### src/verilog/meas_sched_pkg.sv
/*
 Shared constants, types and carriers for the measurement cycle scheduler.
 Assumes a 100 MHz system clock and a 32-bit APB register bus.
*/
package meas_sched_pkg;

   // Time base and typical phase durations
   localparam int CLK_MHZ     = 100;
   localparam int WORST_PCT   = 110;   // Oscillator may run 10 % slow
   localparam int T_WAKE_US   = 100;
   localparam int T_CCALC_US  = 300;
   localparam int T_TCALC_US  = 250;
   localparam int T_CONV8_US  = 300;
   localparam int T_CONV10_US = 1150;
   localparam int T_CONV12_US = 4500;
   localparam int T_CONV14_US = 18000;
   localparam int T_PD1_MS    = 5;
   localparam int T_PD2_MS    = 25;
   localparam int T_PD3_MS    = 125;

   localparam int WAKE_CYC_DEF   = T_WAKE_US * CLK_MHZ;
   localparam int CCALC_CYC_DEF  = T_CCALC_US * CLK_MHZ;
   localparam int TCALC_CYC_DEF  = T_TCALC_US * CLK_MHZ;
   localparam int CONV8_CYC_DEF  = T_CONV8_US * CLK_MHZ;
   localparam int CONV10_CYC_DEF = T_CONV10_US * CLK_MHZ;
   localparam int CONV12_CYC_DEF = T_CONV12_US * CLK_MHZ;
   localparam int CONV14_CYC_DEF = T_CONV14_US * CLK_MHZ;
   localparam int PD1_CYC_DEF    = T_PD1_MS * 1000 * CLK_MHZ;
   localparam int PD2_CYC_DEF    = T_PD2_MS * 1000 * CLK_MHZ;
   localparam int PD3_CYC_DEF    = T_PD3_MS * 1000 * CLK_MHZ;

   // Register map (byte addresses) and fields
   localparam logic [7:0] OFS_FCFG = 8'h00;
   localparam logic [7:0] OFS_CCFG = 8'h04;
   localparam logic [7:0] OFS_TCFG = 8'h08;
   localparam logic [7:0] OFS_CMD  = 8'h0c;
   localparam logic [7:0] OFS_STAT = 8'h10;
   localparam int FCFG_PERIODIC_BIT = 0;
   localparam int FCFG_RATE_LSB     = 1;
   localparam int RES_LSB           = 0;
   localparam int CMD_REQ_BIT       = 0;
   localparam logic       PERIODIC_RST = 1'b0;
   localparam logic [1:0] RATE_RST     = 2'h0;
   localparam logic [1:0] RES_RST      = 2'h0;
   localparam logic [2:0] TEMP_EVERY   = 3'h6;

   typedef enum logic [2:0] {
      PH_IDLE   = 3'b000,
      PH_WAKE   = 3'b001,
      PH_TCONV  = 3'b010,
      PH_TCALC  = 3'b011,
      PH_CCONV  = 3'b100,
      PH_CCALC  = 3'b101,
      PH_UPDATE = 3'b110,
      PH_PDOWN  = 3'b111
   } phase_e;

   typedef struct packed {
      logic        psel;
      logic        penable;
      logic        pwrite;
      logic [7:0]  paddr;
      logic [31:0] pwdata;
   } apb_req_s;

   typedef struct packed {
      logic [31:0] prdata;
      logic        pready;
      logic        pslverr;
   } apb_rsp_s;

   typedef struct packed {
      logic       wake;
      logic       conv;
      logic       conv_temp;
      logic       calc;
      logic       calc_temp;
      logic [1:0] res;
      logic       result_update;
      logic       temp_update;
      logic       pdown;
   } phase_out_s;

   typedef struct packed {
      phase_e      st;
      logic        periodic;
      logic [1:0]  rate;
      logic [1:0]  cres;
      logic [1:0]  tres;
      logic        req;
      logic        cyc_periodic;
      logic        with_temp;
      logic [1:0]  res_c;
      logic [1:0]  res_t;
      logic [2:0]  tcnt;
      logic [15:0] ncyc;
      logic [31:0] prdata;
   } sched_s;

   typedef struct packed {
      logic [31:0] cnt;
   } timer_s;

endpackage

### src/verilog/phase_timer.sv
/*
 Down counter that times one scheduler phase.
 Assumes the caller loads it on the edge that enters the phase.
*/
module phase_timer (
   // Clock and reset
   input  wire logic        i_mclk,
   input  wire logic        i_rst_n,
   // Load and expiry
   input  wire logic        i_load,
   input  wire logic [31:0] i_count,
   output logic             o_done
);
   import meas_sched_pkg::*;

   timer_s t_reg;
   timer_s t_next;

   // Done in the last of the loaded number of cycles
   assign o_done = (t_reg.cnt == 32'h1);

   always_comb begin
      t_next = t_reg;
      if (i_load) begin
         t_next.cnt = i_count;
      end else if (t_reg.cnt != 32'h0) begin
         t_next.cnt = t_reg.cnt - 32'h1;
      end
   end

   always_ff @(posedge i_mclk or negedge i_rst_n) begin
      if (!i_rst_n) begin
         t_reg <= '0;
      end else begin
         t_reg <= t_next;
      end
   end
endmodule

### src/verilog/meas_cycle_scheduler.sv
/*
 Measurement cycle scheduler with its APB register file.
 Assumes a zero-wait APB master on i_mclk and that the front end follows the phase outputs.
*/
// How it works
// RULE1 - Wakeup, temperature pair, then capacitance pair
// RULE2 - Conversion length follows two-bit resolution code
// RULE3 - Capacitance and temperature resolution from separate words
// RULE4 - Correction calculation follows every conversion
// RULE5 - Periodic cycles mostly skip temperature
// RULE6 - One bit selects periodic or sleep operation
// RULE7 - Sleep: no measurement without host request
// RULE8 - Update code sets power-down period
// RULE9 - Results updated before power-down
// RULE10 - Power-down expiry starts next cycle
// RULE11 - Fastest code runs cycles back to back
// RULE12 - One temperature per six capacitance measurements
// RULE13 - Capacitance immediately follows temperature
// RULE14 - Spacing is wakeup, conversion, calculation, power-down
// RULE15 - Temperature calculation adds its own time
// RULE16 - Worst case is typical times 1.1
// RULE17 - Periodic results drive every output form
// RULE18 - Sleep request runs temperature and capacitance
// RULE19 - Temperature counter cleared at startup, restarts
module meas_cycle_scheduler #(
   parameter int WAKE_CYC   = meas_sched_pkg::WAKE_CYC_DEF,
   parameter int CCALC_CYC  = meas_sched_pkg::CCALC_CYC_DEF,
   parameter int TCALC_CYC  = meas_sched_pkg::TCALC_CYC_DEF,
   parameter int CONV8_CYC  = meas_sched_pkg::CONV8_CYC_DEF,
   // Longer codes and rates scale from the shortest, so one override shrinks a whole set
   parameter int CONV10_CYC = CONV8_CYC * meas_sched_pkg::T_CONV10_US /
                              meas_sched_pkg::T_CONV8_US,
   parameter int CONV12_CYC = CONV8_CYC * meas_sched_pkg::T_CONV12_US /
                              meas_sched_pkg::T_CONV8_US,
   parameter int CONV14_CYC = CONV8_CYC * meas_sched_pkg::T_CONV14_US /
                              meas_sched_pkg::T_CONV8_US,
   parameter int PD1_CYC    = meas_sched_pkg::PD1_CYC_DEF,
   parameter int PD2_CYC    = PD1_CYC * meas_sched_pkg::T_PD2_MS / meas_sched_pkg::T_PD1_MS,
   parameter int PD3_CYC    = PD1_CYC * meas_sched_pkg::T_PD3_MS / meas_sched_pkg::T_PD1_MS
) (
   // Clock and reset
   input  wire logic                        i_mclk,
   input  wire logic                        i_rst_n,
   // Register bus
   input  wire meas_sched_pkg::apb_req_s    i_apb,
   output meas_sched_pkg::apb_rsp_s         o_apb,
   // Front end and result sequencing
   output meas_sched_pkg::phase_out_s       o_phase
);
   import meas_sched_pkg::*;

   sched_s      s_reg;
   sched_s      s_next;
   logic        tmr_load;
   logic [31:0] tmr_count;
   logic        tmr_done;
   logic        apb_wr;
   logic        apb_setup;
   logic        mapped;

   function automatic logic [31:0] conv_cycles(input logic [1:0] res); // RULE2
      case (res)
         2'h0:    conv_cycles = 32'(CONV8_CYC);
         2'h1:    conv_cycles = 32'(CONV10_CYC);
         2'h2:    conv_cycles = 32'(CONV12_CYC);
         default: conv_cycles = 32'(CONV14_CYC);
      endcase
   endfunction

   function automatic logic [31:0] pd_cycles(input logic [1:0] rate);
      case (rate)
         2'h1:    pd_cycles = 32'(PD1_CYC);
         2'h2:    pd_cycles = 32'(PD2_CYC);
         2'h3:    pd_cycles = 32'(PD3_CYC);
         default: pd_cycles = 32'h0;
      endcase
   endfunction

   // Duration of a phase when it is entered; durations are typical, not worst case
   function automatic logic [31:0] dur(input phase_e ph, input sched_s s); // RULE16
      case (ph)
         PH_WAKE:  dur = 32'(WAKE_CYC);
         PH_TCONV: dur = conv_cycles(s.res_t);
         PH_TCALC: dur = 32'(TCALC_CYC);                                         // RULE15
         PH_CCONV: dur = conv_cycles(s.res_c);
         PH_CCALC: dur = 32'(CCALC_CYC);
         PH_PDOWN: dur = pd_cycles(s.rate);
         default:  dur = 32'h0;
      endcase
   endfunction

   phase_timer u_timer (
      .i_mclk  (i_mclk),
      .i_rst_n (i_rst_n),
      .i_load  (tmr_load),
      .i_count (tmr_count),
      .o_done  (tmr_done)
   );

   assign apb_setup = i_apb.psel && !i_apb.penable;
   assign apb_wr    = i_apb.psel && i_apb.penable && i_apb.pwrite;
   assign mapped    = (i_apb.paddr == OFS_FCFG) || (i_apb.paddr == OFS_CCFG) ||
                      (i_apb.paddr == OFS_TCFG) || (i_apb.paddr == OFS_CMD) ||
                      (i_apb.paddr == OFS_STAT);

   // Zero-wait slave: every access phase completes at once
   assign o_apb.pready  = 1'b1;
   assign o_apb.pslverr = i_apb.psel && i_apb.penable && !mapped;
   assign o_apb.prdata  = s_reg.prdata;

   always_comb begin
      s_next    = s_reg;
      tmr_load  = 1'b0;
      tmr_count = 32'h0;

      // Register writes
      if (apb_wr && i_apb.paddr == OFS_FCFG) begin
         s_next.periodic = i_apb.pwdata[FCFG_PERIODIC_BIT];                      // RULE6
         s_next.rate     = i_apb.pwdata[FCFG_RATE_LSB +: 2];
      end
      if (apb_wr && i_apb.paddr == OFS_CCFG) begin
         s_next.cres = i_apb.pwdata[RES_LSB +: 2];
      end
      if (apb_wr && i_apb.paddr == OFS_TCFG) begin
         s_next.tres = i_apb.pwdata[RES_LSB +: 2];
      end

      // Sequencer
      case (s_reg.st)
         PH_IDLE: begin
            if (s_reg.periodic || s_reg.req) begin                               // RULE7
               s_next.st           = PH_WAKE;                                    // RULE1
               s_next.cyc_periodic = s_reg.periodic;
               s_next.with_temp    = !s_reg.periodic || (s_reg.tcnt == 3'h0);    // RULE18
               s_next.res_c        = s_reg.cres;                                 // RULE3
               s_next.res_t        = s_reg.tres;
               s_next.req          = s_reg.periodic ? s_reg.req : 1'b0;
            end
         end
         PH_WAKE: begin
            if (tmr_done) begin
               s_next.st = s_reg.with_temp ? PH_TCONV : PH_CCONV;                // RULE5
            end
         end
         PH_TCONV: begin
            if (tmr_done) begin
               s_next.st = PH_TCALC;                                             // RULE4
            end
         end
         PH_TCALC: begin
            if (tmr_done) begin
               s_next.st = PH_CCONV;                                             // RULE13
            end
         end
         PH_CCONV: begin
            if (tmr_done) begin
               s_next.st = PH_CCALC;                                             // RULE4
            end
         end
         PH_CCALC: begin
            if (tmr_done) begin
               s_next.st = PH_UPDATE;                                            // RULE9
            end
         end
         PH_UPDATE: begin
            s_next.ncyc = s_reg.ncyc + 16'h1;
            if (s_reg.with_temp) begin
               s_next.tcnt = 3'h1;                                               // RULE19
            end else if (s_reg.tcnt == TEMP_EVERY - 3'h1) begin
               s_next.tcnt = 3'h0;                                               // RULE12
            end else begin
               s_next.tcnt = s_reg.tcnt + 3'h1;
            end
            if (!s_reg.periodic) begin
               s_next.st = PH_IDLE;
            end else if (s_reg.rate == 2'h0) begin
               s_next.st           = PH_WAKE;                                    // RULE11
               s_next.cyc_periodic = 1'b1;
               s_next.with_temp    = s_reg.with_temp ? 1'b0 :
                                     (s_reg.tcnt == TEMP_EVERY - 3'h1);
               s_next.res_c        = s_reg.cres;
               s_next.res_t        = s_reg.tres;
            end else begin
               s_next.st = PH_PDOWN;                                             // RULE8
            end
         end
         PH_PDOWN: begin
            if (!s_reg.periodic) begin
               s_next.st = PH_IDLE;
            end else if (tmr_done) begin
               s_next.st           = PH_WAKE;                                    // RULE10
               s_next.cyc_periodic = 1'b1;
               s_next.with_temp    = (s_reg.tcnt == 3'h0);
               s_next.res_c        = s_reg.cres;
               s_next.res_t        = s_reg.tres;
            end
         end
         default: begin
            s_next.st = PH_IDLE;
         end
      endcase

      // A request written in the cycle it is taken still stands
      if (apb_wr && i_apb.paddr == OFS_CMD && i_apb.pwdata[CMD_REQ_BIT]) begin
         s_next.req = 1'b1;                                                      // RULE7
      end

      // Load the phase timer on entry to a timed phase
      if (s_next.st != s_reg.st || (s_reg.st == PH_UPDATE && s_next.st == PH_WAKE)) begin
         tmr_load  = 1'b1;
         tmr_count = dur(s_next.st, s_next);                                     // RULE14
      end

      // Read data is captured in the setup cycle
      if (apb_setup && !i_apb.pwrite) begin
         case (i_apb.paddr)
            OFS_FCFG: s_next.prdata = {29'h0, s_reg.rate, s_reg.periodic};
            OFS_CCFG: s_next.prdata = {30'h0, s_reg.cres};
            OFS_TCFG: s_next.prdata = {30'h0, s_reg.tres};
            OFS_STAT: s_next.prdata = {s_reg.ncyc, 7'h0, s_reg.with_temp,
                                       s_reg.cyc_periodic, s_reg.req,
                                       s_reg.tcnt, s_reg.st};
            default:  s_next.prdata = 32'h0;
         endcase
      end
   end

   always_ff @(posedge i_mclk or negedge i_rst_n) begin
      if (!i_rst_n) begin
         s_reg          <= '0;
         s_reg.st       <= PH_IDLE;
         s_reg.periodic <= PERIODIC_RST;
         s_reg.rate     <= RATE_RST;
         s_reg.cres     <= RES_RST;
         s_reg.tres     <= RES_RST;
         s_reg.tcnt     <= 3'h0;                                                 // RULE19
      end else begin
         s_reg <= s_next;
      end
   end

   // Phase outputs; the update strobe feeds result register, density and alarm outputs alike
   assign o_phase.wake          = (s_reg.st == PH_WAKE);
   assign o_phase.conv          = (s_reg.st == PH_TCONV) || (s_reg.st == PH_CCONV);
   assign o_phase.conv_temp     = (s_reg.st == PH_TCONV);
   assign o_phase.calc          = (s_reg.st == PH_TCALC) || (s_reg.st == PH_CCALC);
   assign o_phase.calc_temp     = (s_reg.st == PH_TCALC);
   assign o_phase.res           = (s_reg.st == PH_TCONV) ? s_reg.res_t : s_reg.res_c;
   assign o_phase.result_update = (s_reg.st == PH_UPDATE);                       // RULE17
   assign o_phase.temp_update   = (s_reg.st == PH_UPDATE) && s_reg.with_temp;
   assign o_phase.pdown         = (s_reg.st == PH_PDOWN) || (s_reg.st == PH_IDLE);

   // Helper: cycles spent in the current phase
   logic [31:0] dwell;
   always_ff @(posedge i_mclk or negedge i_rst_n) begin
      if (!i_rst_n) begin
         dwell <= 32'h0;
      end else if (tmr_load) begin
         dwell <= 32'h0;
      end else begin
         dwell <= dwell + 32'h1;
      end
   end
   logic leaving;
   assign leaving = tmr_load;

   // Helper: rate that loaded the running power-down; a later write must not move it
   logic [1:0] pd_rate;
   always_ff @(posedge i_mclk or negedge i_rst_n) begin
      if (!i_rst_n) begin
         pd_rate <= 2'h0;
      end else if (s_reg.st == PH_UPDATE) begin
         pd_rate <= s_next.rate;
      end
   end
endmodule

### config.mk
export PLATFORM = sky130hd
export DESIGN_NAME = meas_cycle_scheduler
export DESIGN_NICKNAME = d
export VERILOG_FILES = /design/src/verilog/meas_sched_pkg.sv /design/src/verilog/phase_timer.sv /design/src/verilog/meas_cycle_scheduler.sv
export SDC_FILE = /design/constraint.sdc
export NUM_CORES = 1
export LEC_CHECK = 0
export BUFFER_PORTS_ARGS = -buffer_cell sky130_fd_sc_hd__buf_4
export CAP_MARGIN = 20
export CORE_MARGIN = 2
export CORE_UTILIZATION = 30
export DETAILED_ROUTE_END_ITERATION = 16
export GPL_TIMING_DRIVEN = 1
export PLACE_DENSITY = 0.57
export SKIP_CTS_REPAIR_TIMING = 1
export SLEW_MARGIN = 20
export SYNTH_ARGS = -nofsm -noshare
export SYNTH_HDL_FRONTEND = slang
export SYNTH_HIERARCHICAL = 1
export SYNTH_SLANG_ARGS = --single-unit
export TNS_END_PERCENT = 20
### constraint.sdc
create_clock -name i_mclk -period 9.15 [get_ports i_mclk]
set_clock_uncertainty 0.1 [all_clocks]
set_input_delay 1.3725 -clock i_mclk [delete_from_list [all_inputs] [get_ports i_mclk]]
set_output_delay 1.3725 -clock i_mclk [all_outputs]
set_load 0.01 [all_outputs]
==> out/metrics.yaml, run 1 <==
min_path:
  min_path_type: "flop to flop"
setup_path:
  critPathCaptureType: "flop"
  critPathKind: "flop to flop"
  cp.arrival_ns: 5.01
  cpMostUsedCell: "buf_4"
  crit_path_max_fanout: 33
  startpoint_type: "flop"
  crit_chain: "or4_4 -> nor4_4 -> nand2_1 -> nor3_1 -> buf_4 -> nand2_1 -> nand4_1 -> o21ai_0 -> and2_1 -> inv_1 -> buf_4 -> nor2b_1 -> and3_1 -> nand4b_1 -> buf_4 -> o21ai_0 -> a221oi_1"
  critical-path-slowest-cell: "or4_4"
  cp_slowest_stage_delay_ns: 0.57
  cp.required_ns: 9.29
yosys:
  synth_area_leaders: "dfrtp_1, buf_4, a22o_1, ha_1, xnor2_1"
  yosys.area_share.simple_pct: 22.17
  synth_top_family_by_area: "simple AND/OR/NAND/NOR gates"
  synth_top_area_share_pct: 40.62
  synth_fa_ha_area_share_pct: 3.669
  netlist_area_mm2: 0.005729
  synth-async-reset-ratio_pct: 100.0
  synth_top_cell_by_area: "dfrtp_1"
  yosys_warnings: 6
  syn_inst: 622
  synth_commonest_cells: "dfrtp_1, nand2_1, nor2_1, a21oi_1, buf_4"
  syn_avg_cell_area_um2: 9.211
  synth_xor_area_share_pct: 5.198
  ys.flop_type: "dfrtp_1"
  synth-compound-area-share_pct: 17.86
  synth_seq_cells: 93
  synth_edf_count: 0
  synthMuxAreaShare_pct: 2.271
  yosysMostFrequentCell: "dfrtp_1"
  synth_cell_types: 65
  yosysSeqAreaShare_pct: 40.62
clock_tree:
  cts_root_buf: "clkbuf_16"
  clock_latency_ns: 0.34
  clk_pin_slew_ns: 0.07
  cts_buffers: 9
  cts.sinks: 93
  htreeDepth: 3
  cts_tree: "done"
  cts_buffer_depth: 2
floorplanning:
  initial_core_util_pct: 30.63
  dieHeight_um: 142.2
  io_pins: 89
  core_mm2: 0.01871
  die_x_um: 142.2
  fp.dieArea_mm2: 0.02022
  rows: 50
global_route:
  grt_pass1_vias: 4186
  grt_max_degree: 49
  grt_pass1_wl_um: 21210
  antenna_found_initial: 0
  grt-ovfl-total: 0
  track_usage_pct: 12.82
timing:
  setup_tns_ns: 0
  drv_slew: 0
  finalCritPeriodShare_pct: 53.18
  tightest_slew_ns: 0.9294
  setup_viol: 0
  hold_violations: 0
  fin_hold_ws_ns: 0.3763
  fmax_mhz: 205.5
  period_minus_slack_ns: 4.866
  fin_ws_ns: 4.284
  rsz0062_at_grt: "false"
  max-slew-margin-rel_pct: 37.91
run:
  drv_cap: 0
place:
  place_congestion: 0.8274
  pre_cts_ws_ns: 4.295
  dp_hpwl_um: 8829
  port_buffers: 51
route:
  drcViolationCount: 0
  dr.pass1.iters: 7
  ant_nets: 0
  vias_per_cell: 5.039
  drt_iter0_markers: 251
  wl_per_cell_um: 14.22
  vias: 4449
  totalWireLength_um: 12550
final_layout:
  finish.utilization_pct: 34.37
  drive_gt1_share_pct: 16.18
  fin_nets: 705
  largest_register_ffs: 36
  diodes: 0
  areaGrowthSynthToFinish_pct: 12.21
pwr:
  max-vdd-ir-drop_mv: 0.08752
  power_frac_comb_pct: 9.7
  internal_power_mw: 0.6615
  p_per_area_mw_per_mm2: 143.2
  swShare_pct: 28.14
  seqPwrFrac_pct: 50.7
  p_leak_nw: 2.885
  p_total_mw: 0.9205
  p_sw_mw: 0.2590
  clkPwrFrac_pct: 39.6
status:
  status: "finished clean"
## kinds of logic after synthesis
family | count (synthesis)
buf+inv | 84
other cells | 2
simple gates | 230
flops | 93
compound gates | 150
mux | 12
fa+ha+maj | 17
xor+xnor | 34
## final timing paths
kind | to | cells after the start | start | slack, ns
max | u_timer/t_reg[13] | 17 | u_timer/t_reg[29] | 4.28
min | s_reg[47] | 1 | s_reg[47] | 0.38
max reg2reg | u_timer/t_reg[13] | 17 | u_timer/t_reg[29] | 4.28
min reg2reg | s_reg[47] | 1 | s_reg[47] | 0.38
max in group asynchronous | u_timer/t_reg[13] | 2 | i_rst_n | 6.99
min in group asynchronous | o_apb[8] | 1 | i_rst_n | 0.92
## per-layer routing
metal / part of all wire (%) / global-route usage (%) / wire [um]
met5: 0 / 0 / 0
met4: 1.3 / 4.474 / 161
met3: 3.4 / 1.952 / 427
met2: 45 / 19.68 / 5601
met1: 51 / 18.36 / 6363
## layout make-up
cell class / instances / area [um^2]
Tap cell: 234 / 292.8
Clock inverter: 7 / 66.31
Clock buffer: 9 / 225.2
Fill cell: 1924 / 12280
Sequential cell: 93 / 2327
Multi-Input combinational cell: 463 / 3012
Inverter: 20 / 77.57
Timing Repair Buffer: 57 / 427.9
## metrics by stage
stage,std cells,instance area [um^2]
floorplan,640,5797
global placement,867,6137
detailed placement,867,6137
CTS,883,6429
global route,883,6429
finish,883,6429
## power by group through the flow
stage	clock (mW)	sequential [mW]	combinational (mW)
after floorplan	0	0.468	0.0662
after global placement	0	0.474	0.0886
after detailed placement	0	0.475	0.0901
after CTS	0.377	0.467	0.0907
after global routing	0.398	0.471	0.104
final	0.364	0.467	0.0890
## worst max-delay path: cells and delay by family (launching register included)
kind | cells | cell delay (ns)
simple gates | 10 | 2.77
buf+inv | 4 | 0.93
compound gates | 3 | 0.53
flops | 1 | 0.40
## placed cells by master, fill, tap and decap left out, types with 7 or more instances in the layout
cell type	n
a21oi_1	36
a22o_1	26
a31oi_1	10
and2_1	11
and3_1	7
buf_4	57
clkbuf_16	9
conb_1	20
dfrtp_1	93
ha_1	16
inv_1	19
mux2_2	8
nand2_1	48
nand2b_1	9
nand3_1	23
nor2_1	48
nor2b_1	9
nor3_1	18
nor4_1	10
o211a_1	9
o21ai_0	31
xnor2_1	21
xor2_1	13
(Power assumes the default switching activity.)
==> inputs of run 2 (changes only) <==
--- a/config.mk
+++ b/config.mk
@@ -5,13 +5,14 @@
 export SDC_FILE = /design/constraint.sdc
 export NUM_CORES = 1
 export LEC_CHECK = 0
+export ABC_AREA = 1
 export BUFFER_PORTS_ARGS = -buffer_cell sky130_fd_sc_hd__buf_4
 export CAP_MARGIN = 20
 export CORE_MARGIN = 2
 export CORE_UTILIZATION = 30
 export DETAILED_ROUTE_END_ITERATION = 16
 export GPL_TIMING_DRIVEN = 1
-export PLACE_DENSITY = 0.57
+export PLACE_DENSITY = 0.58
 export SKIP_CTS_REPAIR_TIMING = 1
 export SLEW_MARGIN = 20
 export SYNTH_ARGS = -nofsm -noshare
==> constraint.sdc (replaced) <==
create_clock -name i_mclk -period 4.1 [get_ports i_mclk]
set_clock_uncertainty 0.1 [all_clocks]
set_input_delay 0.615 -clock i_mclk [delete_from_list [all_inputs] [get_ports i_mclk]]
set_output_delay 0.615 -clock i_mclk [all_outputs]
set_load 0.01 [all_outputs]
==> out/metrics.yaml, run 2 <==
status:
  status: "finished clean"
yosys:
  synth_cell_types: 42
  yosys_warnings: 6
  synth-async-reset-ratio_pct: 100.0
  synth_top_cell_by_area: "dfrtp_1"
  synth_seq_cells: 93
  synth_top_area_share_pct: 36.84
  ys.flop_type: "dfrtp_1"
  syn_inst: 893
  syn_avg_cell_area_um2: 7.074
  yosysSeqAreaShare_pct: 36.84
  synth_xor_area_share_pct: 4.021
  yosysMostFrequentCell: "nand2_1"
  synth_fa_ha_area_share_pct: 3.169
  netlist_area_mm2: 0.006317
  synth_top_family_by_area: "simple AND/OR/NAND/NOR gates"
  synth-compound-area-share_pct: 8.081
  synth_area_leaders: "dfrtp_1, nand2_1, nor2_1, inv_1, nand3_1"
  synthMuxAreaShare_pct: 0
  yosys.area_share.simple_pct: 35.61
  synth_commonest_cells: "nand2_1, nor2_1, inv_1, dfrtp_1, nand3_1"
  synth_edf_count: 0
clock_tree:
  cts_tree: "done"
  cts_buffer_depth: 2
  cts_buffers: 9
  cts.sinks: 93
  htreeDepth: 3
  cts_root_buf: "clkbuf_16"
  clk_pin_slew_ns: 0.08
  clock_latency_ns: 0.36
route:
  totalWireLength_um: 15460
  drcViolationCount: 0
  ant_nets: 0
  vias_per_cell: 4.544
  vias: 5498
  drt_iter0_markers: 400
  dr.pass1.iters: 5
  wl_per_cell_um: 12.77
final_layout:
  final_common_cell: "nand2_1"
  final_cell_mix: "nand2_1, nor2_1, inv_1"
  fill_cells: 2241
  fin_nets: 991
  drive_gt1_share_pct: 13.48
  largest_register_ffs: 36
  multi_input_area_mm2: 0.003289
  areaGrowthSynthToFinish_pct: 12.60
  register_area_mm2: 0.002327
  diodes: 0
setup_path:
  cpMostUsedCell: "nand2_1"
  critPathKind: "flop to flop"
  cp.arrival_ns: 3.72
  cp.required_ns: 4.29
  startpoint_type: "flop"
  cp_slowest_stage_delay_ns: 0.44
  critPathCaptureType: "flop"
  critical-path-slowest-cell: "dfrtp_1"
  crit_chain: "nor2_2 -> nand2_1 -> nor2_2 -> nand2_2 -> nor4_1 -> buf_4 -> inv_1 -> nand2_1 -> nand2_1 -> nor2_1 -> nor2_2 -> nand3_2 -> nand2_1 -> nand2_1 -> nor2_2 -> inv_2 -> clkinv_1 -> nand2_4 -> o21ai_0 -> nor2_1"
  crit_path_max_fanout: 14
timing:
  hold_violations: 0
  max-slew-margin-rel_pct: 34.51
  rsz0062_at_grt: "false"
  fmax_mhz: 283.4
  fin_hold_ws_ns: 0.1089
  drv_slew: 0
  setup_viol: 0
  tightest_slew_ns: 0.9812
  period_minus_slack_ns: 3.529
  finalCritPeriodShare_pct: 86.07
  setup_tns_ns: 0
floorplanning:
  dieHeight_um: 149.1
  rows: 53
  fp.dieArea_mm2: 0.02223
  io_pins: 89
  core_mm2: 0.02082
  initial_core_util_pct: 30.34
  die_x_um: 149.1
run:
  drv_cap: 0
global_route:
  grt-ovfl-total: 0
  grt_pass1_wl_um: 26770
  grt_pass1_vias: 5464
  track_usage_pct: 14.95
  grt_max_degree: 35
  antenna_found_initial: 0
place:
  port_buffers: 51
  dp_hpwl_um: 11680
  place_congestion: 0.8351
pwr:
  p_per_area_mw_per_mm2: 298.4
  p_total_mw: 2.123
  max-vdd-ir-drop_mv: 0.1554
  p_leak_nw: 3.659
min_path:
  min_path_type: "input pin to asynchronous set/reset pin"
==> run 2: power by group <==
group	switching, mW	total, mW	internal, mW	leakage [nW]
combinational	0.161	0.261	0.100	2.29
sequential	0.0473	1.01	0.966	1.22
clock	0.417	0.849	0.432	0.141
==> run 2: cell families (layout without fill, tap and decap cells) <==
| logic type | count (synthesis) | in the layout |
|---|---|---|
| buffers and inverters | 156 | 180 |
| flip-flops | 93 | 93 |
| other | 2 | 20 |
| XOR/XNOR | 29 | 29 |
| AO/OA/AOI/OAI | 90 | 90 |
| AND/OR/NAND/NOR | 507 | 507 |
| adder cells (fa/ha/maj) | 16 | 16 |
==> run 2: per-stage QoR <==
step	area (um^2)	instances	worst slack, ns	utilization (%)
after floorplan	6385	911	1.208	-
after global placement	6809	1194	0.5732	32.70
after detailed placement	6809	1194	0.5681	32.70
after CTS	7113	1210	0.5320	34.16
after global routing	7113	1210	0.1468	34.16
final	7113	1210	0.5712	34.16
==> run 2: path summary, 6_finish.rpt <==
check	cells after the start	end	from	slack (ns)
worst max-delay path	20	u_timer/t_reg[15]	u_timer/t_reg[21]	0.57
worst min-delay path	1	s_reg[61]	i_rst_n	0.11
worst max register to register	20	u_timer/t_reg[15]	u_timer/t_reg[21]	0.57
worst min register to register	1	s_reg[47]	s_reg[47]	0.38
max in group asynchronous	2	s_reg[50]	i_rst_n	2.97
min in group i_mclk	1	s_reg[47]	s_reg[47]	0.38
==> run 2: cell type report <==
type	count	share of cell area (%)
Clock buffer	9	3.166
Clock inverter	7	1.108
Inverter	102	5.383
Multi-Input combinational cell	662	46.24
Sequential cell	93	32.72
Tap cell	275	4.837
Timing Repair Buffer	62	6.544
==> run 2: critical path, delay by kind of cell, from the launching register on <==
kind | cells | cell delay, ns
AND/OR/NAND/NOR | 15 | 1.85
buffers and inverters | 4 | 0.92
flip-flops | 1 | 0.44
AO/OA/AOI/OAI | 1 | 0.13
==> run 2: per-layer routing <==
layer / global-route usage (%) / vias to the layer above / part of all wire [%]
met5: 0 / - / 0
met4: 5.095 / 0 / 1.6
met3: 1.682 / 17 / 3.1
met2: 24.12 / 94 / 45
met1: 20.85 / 2540 / 50
li1: - / 2847 / -
==> inputs of run 3 (changes only) <==
--- a/config.mk
+++ b/config.mk
@@ -13,6 +13,7 @@
 export DETAILED_ROUTE_END_ITERATION = 16
 export GPL_TIMING_DRIVEN = 1
 export PLACE_DENSITY = 0.58
+export REMOVE_ABC_BUFFERS = 1
 export SKIP_CTS_REPAIR_TIMING = 1
 export SLEW_MARGIN = 20
 export SYNTH_ARGS = -nofsm -noshare
==> out/metrics.yaml, run 3 (synthesis gave the netlist of run 2 again) <==
status:
  status: "finished clean"
pwr:
  p_leak_nw: 3.650
  max-vdd-ir-drop_mv: 0.1565
  power_frac_comb_pct: 12.3
  p_sw_mw: 0.6234
  clkPwrFrac_pct: 39.8
  internal_power_mw: 1.498
  p_per_area_mw_per_mm2: 299.1
  seqPwrFrac_pct: 47.8
  swShare_pct: 29.39
global_route:
  grt_max_degree: 59
  grt-ovfl-total: 0
  track_usage_pct: 14.60
  grt_pass1_vias: 5337
  antenna_found_initial: 0
  grt_pass1_wl_um: 26100
run:
  drv_cap: 0
setup_path:
  critPathCaptureType: "flop"
  crit_chain: "nor2_1 -> nand2_1 -> nor2_2 -> nand2_2 -> nor4_1 -> buf_4 -> nand2_1 -> inv_1 -> nand2_1 -> nand3_2 -> nand2_1 -> nand2_1 -> inv_1 -> ha_1 -> or2_2 -> nand3_1 -> nand3_1 -> nand2_1 -> inv_1 -> o21ai_0 -> nor2_1"
  cp.arrival_ns: 3.56
  startpoint_type: "flop"
  crit_path_max_fanout: 10
  cpMostUsedCell: "nand2_1"
  cp_slowest_stage_delay_ns: 0.41
  crit_buf_inv: 4
  cp.required_ns: 4.24
  critical-path-slowest-cell: "dfrtp_1"
  critPathTopFamily: "simple AND/OR/NAND/NOR gates"
  critPathKind: "flop to flop"
place:
  place_congestion: 0.8600
  dp_hpwl_um: 11340
  port_buffers: 51
  dp.cells: 1192
final_layout:
  finish.utilization_pct: 34.06
  drive_gt1_share_pct: 13.29
  largest_register_ffs: 36
  stdcell_count: 1208
  final_common_cell: "nand2_1"
  diodes: 0
  final_cell_mix: "nand2_1, nor2_1, inv_1"
  areaGrowthSynthToFinish_pct: 12.26
  fin_nets: 989
timing:
  drv_slew: 0
  tightest_slew_ns: 0.9485
  setup_viol: 0
  max-slew-margin-rel_pct: 36.70
  hold_violations: 0
  setup_tns_ns: 0
  finalCritPeriodShare_pct: 83.19
  period_minus_slack_ns: 3.411
  fmax_mhz: 293.2
  rsz0062_at_grt: "false"
route:
  wl_per_cell_um: 12.47
  drcViolationCount: 0
  drt_iter0_markers: 315
  totalWireLength_um: 15060
  vias_per_cell: 4.570
  dr.pass1.iters: 5
  ant_nets: 0
  vias: 5520
floorplanning:
  io_pins: 89
  fp.dieArea_mm2: 0.02223
  die_x_um: 149.1
  initial_core_util_pct: 30.34
  dieHeight_um: 149.1
  core_mm2: 0.02082
  rows: 53
clock_tree:
  htreeDepth: 3
  clock_latency_ns: 0.36
  cts.sinks: 93
  clk_pin_slew_ns: 0.07
  cts_buffer_depth: 2
  cts_root_buf: "clkbuf_16"
  cts_tree: "done"
  cts_buffers: 9
min_path:
  min_path_type: "input pin to asynchronous set/reset pin"
## run 3: cell count changes in the layout (fill, tap and decap cells not counted)
cell        before  now
inv_6            0    3
clkinv_4         1    0
clkinvlp_4       2    1
buf_4           62   60
clkinv_8         2    1
## run 3: layout make-up
cell class	count	area [um^2]
Clock inverter	7	72.57
Inverter	102	382.9
Sequential cell	93	2327
Clock buffer	9	225.2
Timing Repair Buffer	60	450.4
Tap cell	275	344.1
Multi-Input combinational cell	662	3289
Fill cell	2260	13730
## run 3: worst paths after layout
| path | depth (start not counted) | endpoint | slack [ns] | from |
|---|---|---|---|---|
| hold / removal | 1 | s_reg[60] | 0.24 | i_rst_n |
| hold reg to reg | 1 | s_reg[47] | 0.37 | s_reg[47] |
| max in group asynchronous | 2 | u_timer/t_reg[27] | 2.89 | i_rst_n |
| setup reg to reg | 21 | u_timer/t_reg[17] | 0.69 | u_timer/t_reg[16] |
| min in group i_mclk | 1 | s_reg[47] | 0.37 | s_reg[47] |
| setup / recovery | 21 | u_timer/t_reg[17] | 0.69 | u_timer/t_reg[16] |
## run 3: layer usage
metal / vias up / routed length (um) / global-route usage, %
met4: 0 / 210 / 5.048
met5: - / 0 / 0
li1: 2839 / - / -
met1: 2568 / 7366 / 19.80
met3: 14 / 513 / 2.232
met2: 99 / 6972 / 23.76
## run 3: stage by stage
step / setup slack [ns] / hold WS [ns] / power [mW] / cell area (um^2)
after CTS: 0.6315 / 0.2660 / 2.152 / 7092
after floorplan: 0.1378 / 0.2194 / 1.213 / 6000
after global routing: 0.1767 / 0.3068 / 2.239 / 7092
final: 0.6894 / 0.2387 / 2.121 / 7092
after detailed placement: 0.6431 / 0.3580 / 1.296 / 6794
after global placement: 0.6956 / 0.3553 / 1.292 / 6794
## run 3: power groups by stage
stage	logic [mW]	clock network, mW	registers, mW
CTS	0.265	0.872	1.01
global route	0.312	0.905	1.02
finish	0.261	0.845	1.01
floorplan	0.192	0	1.02
detailed placement	0.263	0	1.03
global placement	0.260	0	1.03
